===== config.mk =====
export PLATFORM = sky130hd
export DESIGN_NAME = sgt_tuner
export DESIGN_NICKNAME = d
export VERILOG_FILES = /design/src/design/sgt_pkg.sv /design/src/design/sgt_param_ram.sv /design/src/design/sgt_tuner.sv
export SDC_FILE = /design/constraint.sdc
export NUM_CORES = 1
export LEC_CHECK = 0
export BUFFER_PORTS_ARGS = -buffer_cell sky130_fd_sc_hd__buf_2
export CAP_MARGIN = 20
export CORE_MARGIN = 3
export CORE_UTILIZATION = 55
export DETAILED_ROUTE_END_ITERATION = 16
export PLACE_DENSITY = 0.84
export SLEW_MARGIN = 25
export SYNTH_ARGS = -nofsm -noshare
export SYNTH_HDL_FRONTEND = slang
export SYNTH_SLANG_ARGS = --single-unit

===== constraint.sdc =====
create_clock -name clk_i -period 6.9 [get_ports clk_i]
set_input_delay 1.38 -clock clk_i [delete_from_list [all_inputs] [get_ports clk_i]]
set_output_delay 1.38 -clock clk_i [all_outputs]
set_load 0.02 [all_outputs]

===== src/design/sgt_pkg.sv =====
// constants, register map and mode codes of the speed-loop gain tuner
// assumes one drive clock; parameter port is a simple word write/read strobe pair
// Function
// - mode codes 0 manual, 1 auto, 2 semi
// - manual mode uses user-written gains unchanged
// - auto/semi to manual copies measured gains
// - auto estimates inertia, stores every 30 minutes
// - auto to manual copies position, prop, integral
// - semi to manual copies five measured gains
// - semi settles: stable flag, stop, store ratio
// - semi excessive inertia: clear flag, resume estimating
// - keep adjusting gains a while after store
// - prop gain 16 bit, default 500, 0..8191
// - integral gain 16 bit, default 100, 0..1023
// - feedforward 16 bit percent, default 0, 0..100
// - response level is stored and read back only; adjust period is fixed
// - mode selector 16 bit, default 0, 0..2
package sgt_pkg;
    localparam logic [15:0] ADDR_POS_GAIN = 16'h0200;
    localparam logic [15:0] ADDR_POS_FF = 16'h0202;
    localparam logic [15:0] ADDR_PROP = 16'h0208;
    localparam logic [15:0] ADDR_INTEG = 16'h020c;
    localparam logic [15:0] ADDR_FF = 16'h020e;
    localparam logic [15:0] ADDR_LPF = 16'h0232;
    localparam logic [15:0] ADDR_DIST = 16'h0234;
    localparam logic [15:0] ADDR_RESP = 16'h023e;
    localparam logic [15:0] ADDR_MODE = 16'h0240;
    localparam logic [15:0] ADDR_STABLE = 16'h0242;
    localparam logic [15:0] ADDR_INERTIA = 16'h014a;
    localparam logic [15:0] PROP_RST = 16'h01f4;
    localparam logic [15:0] INTEG_RST = 16'h0064;
    localparam logic [15:0] FF_RST = 16'h0000;
    localparam logic [15:0] MODE_RST = 16'h0000;
    localparam logic [15:0] PROP_MAX = 16'h1fff;
    localparam logic [15:0] INTEG_MAX = 16'h03ff;
    localparam logic [15:0] FF_MAX = 16'h0064;
    localparam logic [15:0] MODE_MAX = 16'h0002;
    localparam logic [15:0] MODE_MANUAL = 16'h0000;
    localparam logic [15:0] MODE_AUTO = 16'h0001;
    localparam logic [15:0] MODE_SEMI = 16'h0002;
    localparam longint SAVE_MIN = 30;
    localparam longint CLK_HZ = 100000000;
    localparam longint SAVE_CYC = SAVE_MIN * 60 * CLK_HZ;
    localparam logic [7:0] ADJ_HOLD_CYC = 8'h40;
endpackage : sgt_pkg


===== src/design/sgt_param_ram.sv =====
// small parameter store for the gain words; read data registered
// assumes single clock, one write and one read port
`timescale 1ns/100ps
module sgt_param_ram
(
    input wire logic clk_i,
    input wire logic ce_i,
    input wire logic we_i,
    input wire logic [2:0] waddr_i,
    input wire logic [15:0] wdata_i,
    input wire logic [2:0] raddr_i,
    output logic [15:0] rdata_o
);
    logic [15:0] mem_r [0:7];
    always_ff @(posedge clk_i)
    begin
        if (ce_i && we_i)
        begin
            mem_r[waddr_i] <= wdata_i;
        end
        if (ce_i)
        begin
            rdata_o <= mem_r[raddr_i];
        end
    end
endmodule : sgt_param_ram


===== src/design/sgt_tuner.sv =====
// speed-loop gain tuner: parameter port, mode selector, inertia tracking
// assumes estimator supplies inertia estimate, settled and excess levels in this clock
`timescale 1ns/100ps
module sgt_tuner
#(
    parameter longint SAVE_CYCLES = sgt_pkg::SAVE_CYC
)
(
    input wire logic clk_i,
    input wire logic srst_i,
    input wire logic ce_i,
    input wire logic wr_i,
    input wire logic rd_i,
    input wire logic [15:0] addr_i,
    input wire logic [15:0] wdata_i,
    input wire logic [15:0] est_inertia_i,
    input wire logic est_settled_i,
    input wire logic est_excess_i,
    input wire logic [15:0] meas_pos_gain_i,
    input wire logic [15:0] meas_prop_i,
    input wire logic [15:0] meas_integ_i,
    input wire logic [15:0] meas_lpf_i,
    input wire logic [15:0] meas_dist_i,
    output logic [15:0] rdata_o,
    output logic rvalid_o,
    output logic wr_rej_o,
    output logic [15:0] prop_gain_o,
    output logic [15:0] integ_gain_o,
    output logic [15:0] ff_gain_o,
    output logic [15:0] tuning_mode_field_o,
    output logic inertia_stable_flag_o,
    output logic estimating_o,
    output logic adjusting_o,
    output logic inertia_saved_o
);
    ////////////////////////////////////////////////////////////////////////
    logic [15:0] prop_r, integ_r, ff_r, mode_r, inertia_r, resp_r;
    logic [15:0] mode_prev_r;
    logic stable_r;
    logic [63:0] save_cnt_r;
    logic [7:0] hold_r;
    logic rd_d_r;
    logic [2:0] ram_sel_r;
    logic [15:0] reg_rdata_r;
    logic save_pulse_r;
    logic [15:0] ram_rdata;
    logic estimating_r;
    logic adjusting_r;

    function automatic logic in_range(input logic [15:0] v, input logic [15:0] mx);
        in_range = (v <= mx);
    endfunction : in_range

    wire hit_prop = addr_i == sgt_pkg::ADDR_PROP;
    wire hit_integ = addr_i == sgt_pkg::ADDR_INTEG;
    wire hit_ff = addr_i == sgt_pkg::ADDR_FF;
    wire hit_mode = addr_i == sgt_pkg::ADDR_MODE;
    wire hit_inertia = addr_i == sgt_pkg::ADDR_INERTIA;
    wire hit_resp = addr_i == sgt_pkg::ADDR_RESP;
    wire hit_stable = addr_i == sgt_pkg::ADDR_STABLE;
    wire hit_pos = addr_i == sgt_pkg::ADDR_POS_GAIN;
    wire hit_posff = addr_i == sgt_pkg::ADDR_POS_FF;
    wire hit_lpf = addr_i == sgt_pkg::ADDR_LPF;
    wire hit_dist = addr_i == sgt_pkg::ADDR_DIST;
    wire hit_ram = hit_pos | hit_posff | hit_lpf | hit_dist;
    // ram words: 0 pos gain, 1 pos ff, 2 lpf, 3 disturbance
    wire [2:0] ram_addr = hit_pos ? 3'h0 : hit_posff ? 3'h1 : hit_lpf ? 3'h2 : 3'h3;

    // out-of-range writes are dropped; value held
    wire prop_ok = in_range(wdata_i, sgt_pkg::PROP_MAX);
    wire integ_ok = in_range(wdata_i, sgt_pkg::INTEG_MAX);
    wire ff_ok = in_range(wdata_i, sgt_pkg::FF_MAX);
    wire mode_ok = in_range(wdata_i, sgt_pkg::MODE_MAX);
    wire bad_wr = wr_i & ((hit_prop & ~prop_ok) | (hit_integ & ~integ_ok)
                  | (hit_ff & ~ff_ok) | (hit_mode & ~mode_ok));

    wire is_auto = mode_r == sgt_pkg::MODE_AUTO;
    wire is_semi = mode_r == sgt_pkg::MODE_SEMI;
    wire to_manual = (mode_r == sgt_pkg::MODE_MANUAL) && (mode_prev_r != sgt_pkg::MODE_MANUAL);
    wire from_auto = to_manual && (mode_prev_r == sgt_pkg::MODE_AUTO);
    wire from_semi = to_manual && (mode_prev_r == sgt_pkg::MODE_SEMI);
    wire est_run = is_auto | (is_semi & ~stable_r);
    wire save_due = is_auto && (save_cnt_r >= SAVE_CYCLES - 1);
    wire semi_settle = is_semi & ~stable_r & est_settled_i;
    wire semi_excess = is_semi & stable_r & est_excess_i;
    wire store_now = save_due | semi_settle;
    // copy of measured words into ram on leaving the auto modes
    wire cp_pos = from_auto | from_semi;
    wire cp_ram_we = cp_pos | from_semi;
    wire ram_we = (wr_i & hit_ram) | cp_ram_we;
    // one ram write per cycle: lpf/dist on semi exit take the next two cycles
    logic [1:0] cp_step_r;
    wire [2:0] ram_waddr = (wr_i & hit_ram) ? ram_addr :
                           cp_step_r == 2'h1 ? 3'h2 : cp_step_r == 2'h2 ? 3'h3 : 3'h0;
    wire [15:0] ram_wdata = (wr_i & hit_ram) ? wdata_i :
                            cp_step_r == 2'h1 ? meas_lpf_i :
                            cp_step_r == 2'h2 ? meas_dist_i : meas_pos_gain_i;

    ////////////////////////////////////////////////////////////////////////
    sgt_param_ram u_ram
    (
        .clk_i(clk_i),
        .ce_i(ce_i),
        .we_i(ram_we | (cp_step_r != 2'h0)),
        .waddr_i(ram_waddr),
        .wdata_i(ram_wdata),
        .raddr_i(ram_addr),
        .rdata_o(ram_rdata)
    );

    ////////////////////////////////////////////////////////////////////////
    always_ff @(posedge clk_i)
    begin
        if (srst_i)
        begin
            prop_r <= sgt_pkg::PROP_RST;
            integ_r <= sgt_pkg::INTEG_RST;
            ff_r <= sgt_pkg::FF_RST;
            mode_r <= sgt_pkg::MODE_RST;
            mode_prev_r <= sgt_pkg::MODE_RST;
            inertia_r <= 16'h0000;
            resp_r <= 16'h0000;
            stable_r <= 1'b0;
            save_cnt_r <= 64'h0000_0000_0000_0000;
            hold_r <= 8'h00;
            cp_step_r <= 2'h0;
            estimating_r <= 1'b0;
            adjusting_r <= 1'b0;
        end
        else if (ce_i)
        begin
            mode_prev_r <= mode_r;
            // manual mode: gains only move by user writes
            if (wr_i && hit_prop && prop_ok) prop_r <= wdata_i;
            else if (cp_pos) prop_r <= meas_prop_i;
            if (wr_i && hit_integ && integ_ok) integ_r <= wdata_i;
            else if (cp_pos) integ_r <= meas_integ_i;
            if (wr_i && hit_ff && ff_ok) ff_r <= wdata_i;
            if (wr_i && hit_mode && mode_ok) mode_r <= wdata_i;
            if (wr_i && hit_resp) resp_r <= wdata_i;
            // estimator ratio stored on auto save or semi settle; host write otherwise
            if (store_now) inertia_r <= est_inertia_i;
            else if (wr_i && hit_inertia) inertia_r <= wdata_i;
            cp_step_r <= from_semi ? 2'h1 : cp_step_r == 2'h1 ? 2'h2 : 2'h0;
            if (!is_semi || semi_excess) stable_r <= 1'b0;
            else if (semi_settle) stable_r <= 1'b1;
            if (!is_auto || save_due) save_cnt_r <= 64'h0000_0000_0000_0000;
            else save_cnt_r <= save_cnt_r + 64'h0000_0000_0000_0001;
            // adjustment tail after each store
            if (store_now) hold_r <= sgt_pkg::ADJ_HOLD_CYC;
            else if (!(is_auto | is_semi)) hold_r <= 8'h00;
            else if (hold_r != 8'h00) hold_r <= hold_r - 8'h01;
            // status pins from flops: one cycle behind mode and flag
            estimating_r <= est_run;
            adjusting_r <= est_run | (hold_r != 8'h00);
        end
    end

    always_ff @(posedge clk_i)
    begin
        if (srst_i)
        begin
            rd_d_r <= 1'b0;
            ram_sel_r <= 3'h0;
            reg_rdata_r <= 16'h0000;
            rdata_o <= 16'h0000;
            rvalid_o <= 1'b0;
            wr_rej_o <= 1'b0;
            save_pulse_r <= 1'b0;
        end
        else if (ce_i)
        begin
            rd_d_r <= rd_i;
            ram_sel_r <= {2'b00, rd_i & hit_ram};
            reg_rdata_r <= hit_prop ? prop_r : hit_integ ? integ_r : hit_ff ? ff_r :
                           hit_mode ? mode_r : hit_inertia ? inertia_r :
                           hit_resp ? resp_r : hit_stable ? {15'h0000, stable_r} : 16'h0000;
            rvalid_o <= rd_d_r;
            rdata_o <= ram_sel_r[0] ? ram_rdata : reg_rdata_r;
            wr_rej_o <= bad_wr;
            save_pulse_r <= store_now;
        end
    end

    assign prop_gain_o = prop_r;
    assign integ_gain_o = integ_r;
    assign ff_gain_o = ff_r;
    assign tuning_mode_field_o = mode_r;
    assign inertia_stable_flag_o = stable_r;
    assign inertia_saved_o = save_pulse_r;
    assign estimating_o = estimating_r;
    assign adjusting_o = adjusting_r;
endmodule : sgt_tuner


==> results.sh <==
export IMPL_wl_per_cell_um=20.1
export IMPL_drive_gt1_frac=0.189
export IMPL_grt_first_pass_wirelength_um=63400
export IMPL_final_cell_mix="252 x nor2_1, 225 x dfxtp_1, 218 x buf_2"
export IMPL_tns_ns=0
export IMPL_startpoint_type="input pin"
export IMPL_gp_congestion=0.903
export IMPL_die_area_mm2=0.0275
export IMPL_dieWidth_um=166
export IMPL_synth_seq_cells=306
export IMPL_final_common_cell="nor2_1"
export IMPL_synth_area_per_cell_um2=9.21
export IMPL_nets=1830
export IMPL_numCtsBuffers=31
export IMPL_synth_distinct_cells=74
export IMPL_p_int_w=0.00290
export IMPL_p_per_area_mw_per_mm2=229
export IMPL_cts_reportedPaths_clkPinSlew_ns=0.06
export IMPL_maxSlewHeadroom=0.301
export IMPL_synthCells=1526
export IMPL_drt_iter0_markers=1451
export IMPL_fin_crit_ns=4.00
export IMPL_synth_area_leader_cell="dfxtp_1"
export IMPL_overflow=0
export IMPL_ctsResizeCount=0
export IMPL_synth_ff_type="dfxtp_1"
export IMPL_grt_max_degree=106
export IMPL_required_ns=7.36
export IMPL_switching_share=0.221
export IMPL_ir_worst_vdd_v=0.000213
export IMPL_maxSlewViolCount=0
export IMPL_synthesis_nets=1667
export IMPL_syn_area_mm2=0.0141
export IMPL_initial_core_util=0.568
export IMPL_max_cap_violations=0
export IMPL_path_class="input pin to flip-flop"
export IMPL_max_freq_mhz=250
export IMPL_layout_filler_cells=1945
export IMPL_comb_power_share=0.051
export IMPL_min_path_type="flip-flop to flip-flop"
export IMPL_cts_tree="yes"
export IMPL_vias_per_cell=6.10
export IMPL_area_delta_synth_final_pct=15.6
export IMPL_worst_pin_slew_ns=1.04
export IMPL_ant_nets=0
export IMPL_clock_power_share=0.447
export IMPL_drc=0
export IMPL_ys_top_cells_by_area="dfxtp_1 32%, edfxtp_1 17%, nor2_1 6.8%"
export IMPL_core_area_mm2=0.0247
export IMPL_diodes=0
export IMPL_ys_async_sr_fraction=0
export IMPL_row_count=57
export IMPL_clk_latency_ns=0.56
export IMPL_multi_input_comb_area_mm2=0.00658
export IMPL_cp_max_fo=20
export IMPL_crit_arrival_ns=4.46
export IMPL_wirelength_um=40900
export IMPL_grt_usage=0.283
export IMPL_dp_hpwl_um=28300
export IMPL_ys_warn_count=0
export IMPL_final_setup_viol_count=0
export IMPL_p_switching_w=0.000822
export IMPL_port_buffers=220
export IMPL_drt_pass1_iter_count=5
export IMPL_seq_area_frac_synth=0.493
export IMPL_p_seq_frac=0.501
export IMPL_clkSinkCount=306
export IMPL_ios=221
export IMPL_clock_skew_ns=0.0280
export IMPL_die_h_um=166
export IMPL_synth_top_cell_area_share=0.322
export IMPL_antenna_found_initial=0
export IMPL_finalCritPeriodShare=0.580
export IMPL_cts_hold_buf=0
export IMPL_cts_setup_buffers=0
export IMPL_rsz0062_at_grt="false"
export IMPL_vias=12400
export IMPL_hold_violations=0
export IMPL_clock_root_buffer="clkbuf_16"
export IMPL_cp_end_kind="flip-flop"
export IMPL_cts_path_max_buffers=3
export IMPL_status="finished, final reports clean"
export IMPL_grt_pass1_vias=12000
export IMPL_regArea_mm2=0.00693
export IMPL_htree_levels=1
export IMPL_total_power_w=0.00372
export IMPL_leakage_nw=6.56
export IMPL_synth_edf_count=80
## worst paths after layout
kind | start | endpoint | slack, ns | cells past startpoint
max reg2reg | tuning_mode_field_o[2] | u_ram.mem_r[2][2] | 3.66 | 6
min | resp_r[7] | resp_r[7] | 0.46 | 2
min reg2reg | resp_r[7] | resp_r[7] | 0.46 | 2
max | addr_i[11] | integ_gain_o[9] | 2.90 | 8
## stage by stage
stage                     hold slack [ns]  setup WS [ns]  cells  instance area (µm²)  utilization
after floorplan                     0.436           3.03   1526                14100            -
after global placement              0.442           2.43   1979                15200        0.614
after detailed placement            0.448           2.24   1979                15200        0.614
after CTS                           0.456           2.80   2036                16200        0.655
after global routing                0.481           2.72   2037                16200        0.656
final                               0.458           2.90   2037                16200        0.656
## layer usage
layer	GRT usage	up-vias	wire length, µm
met3	0.0459	138	3530
met4	0.119	0	2000
li1	-	5768	-
met2	0.482	636	19600
met5	0	-	0
met1	0.358	5874	15700
## logic make-up after synthesis
group,Yosys count,synth area share
AND/OR/NAND/NOR,676,0.232
flip-flops,306,0.493
AO/OA/AOI/OAI,277,0.142
buffers and inverters,133,0.0420
multiplexers,76,0.0542
XOR/XNOR,52,0.0324
adder cells (fa/ha/maj),6,0.00534
## power by group through the flow
stage                     clock network, W  registers (W)  logic (W)
after floorplan                          0        0.00191  0.0000862
after global placement                   0        0.00190   0.000181
after detailed placement                 0        0.00190   0.000184
after CTS                          0.00168        0.00186   0.000185
after global routing               0.00175        0.00186   0.000204
final                              0.00166        0.00186   0.000190
## flip-flops by register name, indices dropped and copies added, names as in the netlist, 8 cells and up
| register | cells |
|---|---|
| hold_r | 8 |
| integ_gain_o | 16 |
| reg_rdata_r | 16 |
| prop_gain_o | 16 |
| inertia_r | 16 |
| resp_r | 16 |
| mode_prev_r | 16 |
| tuning_mode_field_o | 16 |
| u_ram.rdata_o | 16 |
| save_cnt_r | 64 |
| u_ram.mem_r | 64 |
| rdata_o | 16 |
| ff_gain_o | 16 |
## critical path, cell delays in order
cell and delay [ns]:
buf_2 0.12, nor4_4 0.43, nand4_4 0.22, or2_1 0.49, nor2_1 0.79, o21a_1 0.62, nor2_1 0.09, a311oi_1 0.30
## cells in the mapped netlist (all sizes together), types with 26 or more instances
cell type / n
buf: 43
o21ai: 28
and3: 36
mux2i: 75
nand2: 204
inv: 31
edfxtp: 80
and2: 26
nor2: 254
xnor2: 29
a21oi: 70
clkbuf: 59
a211oi: 37
dfxtp: 226
a31oi: 27
nand3: 38
## final cells by class
class,instances,area share
flip-flops and latches,306,0.427
multi-input cells,1087,0.405
repair buffers,232,0.0739
clock buffers,47,0.0558
well taps,324,0.0250
inverters,31,0.00717
clock inverters,10,0.00639
(Power assumes the default switching activity.)
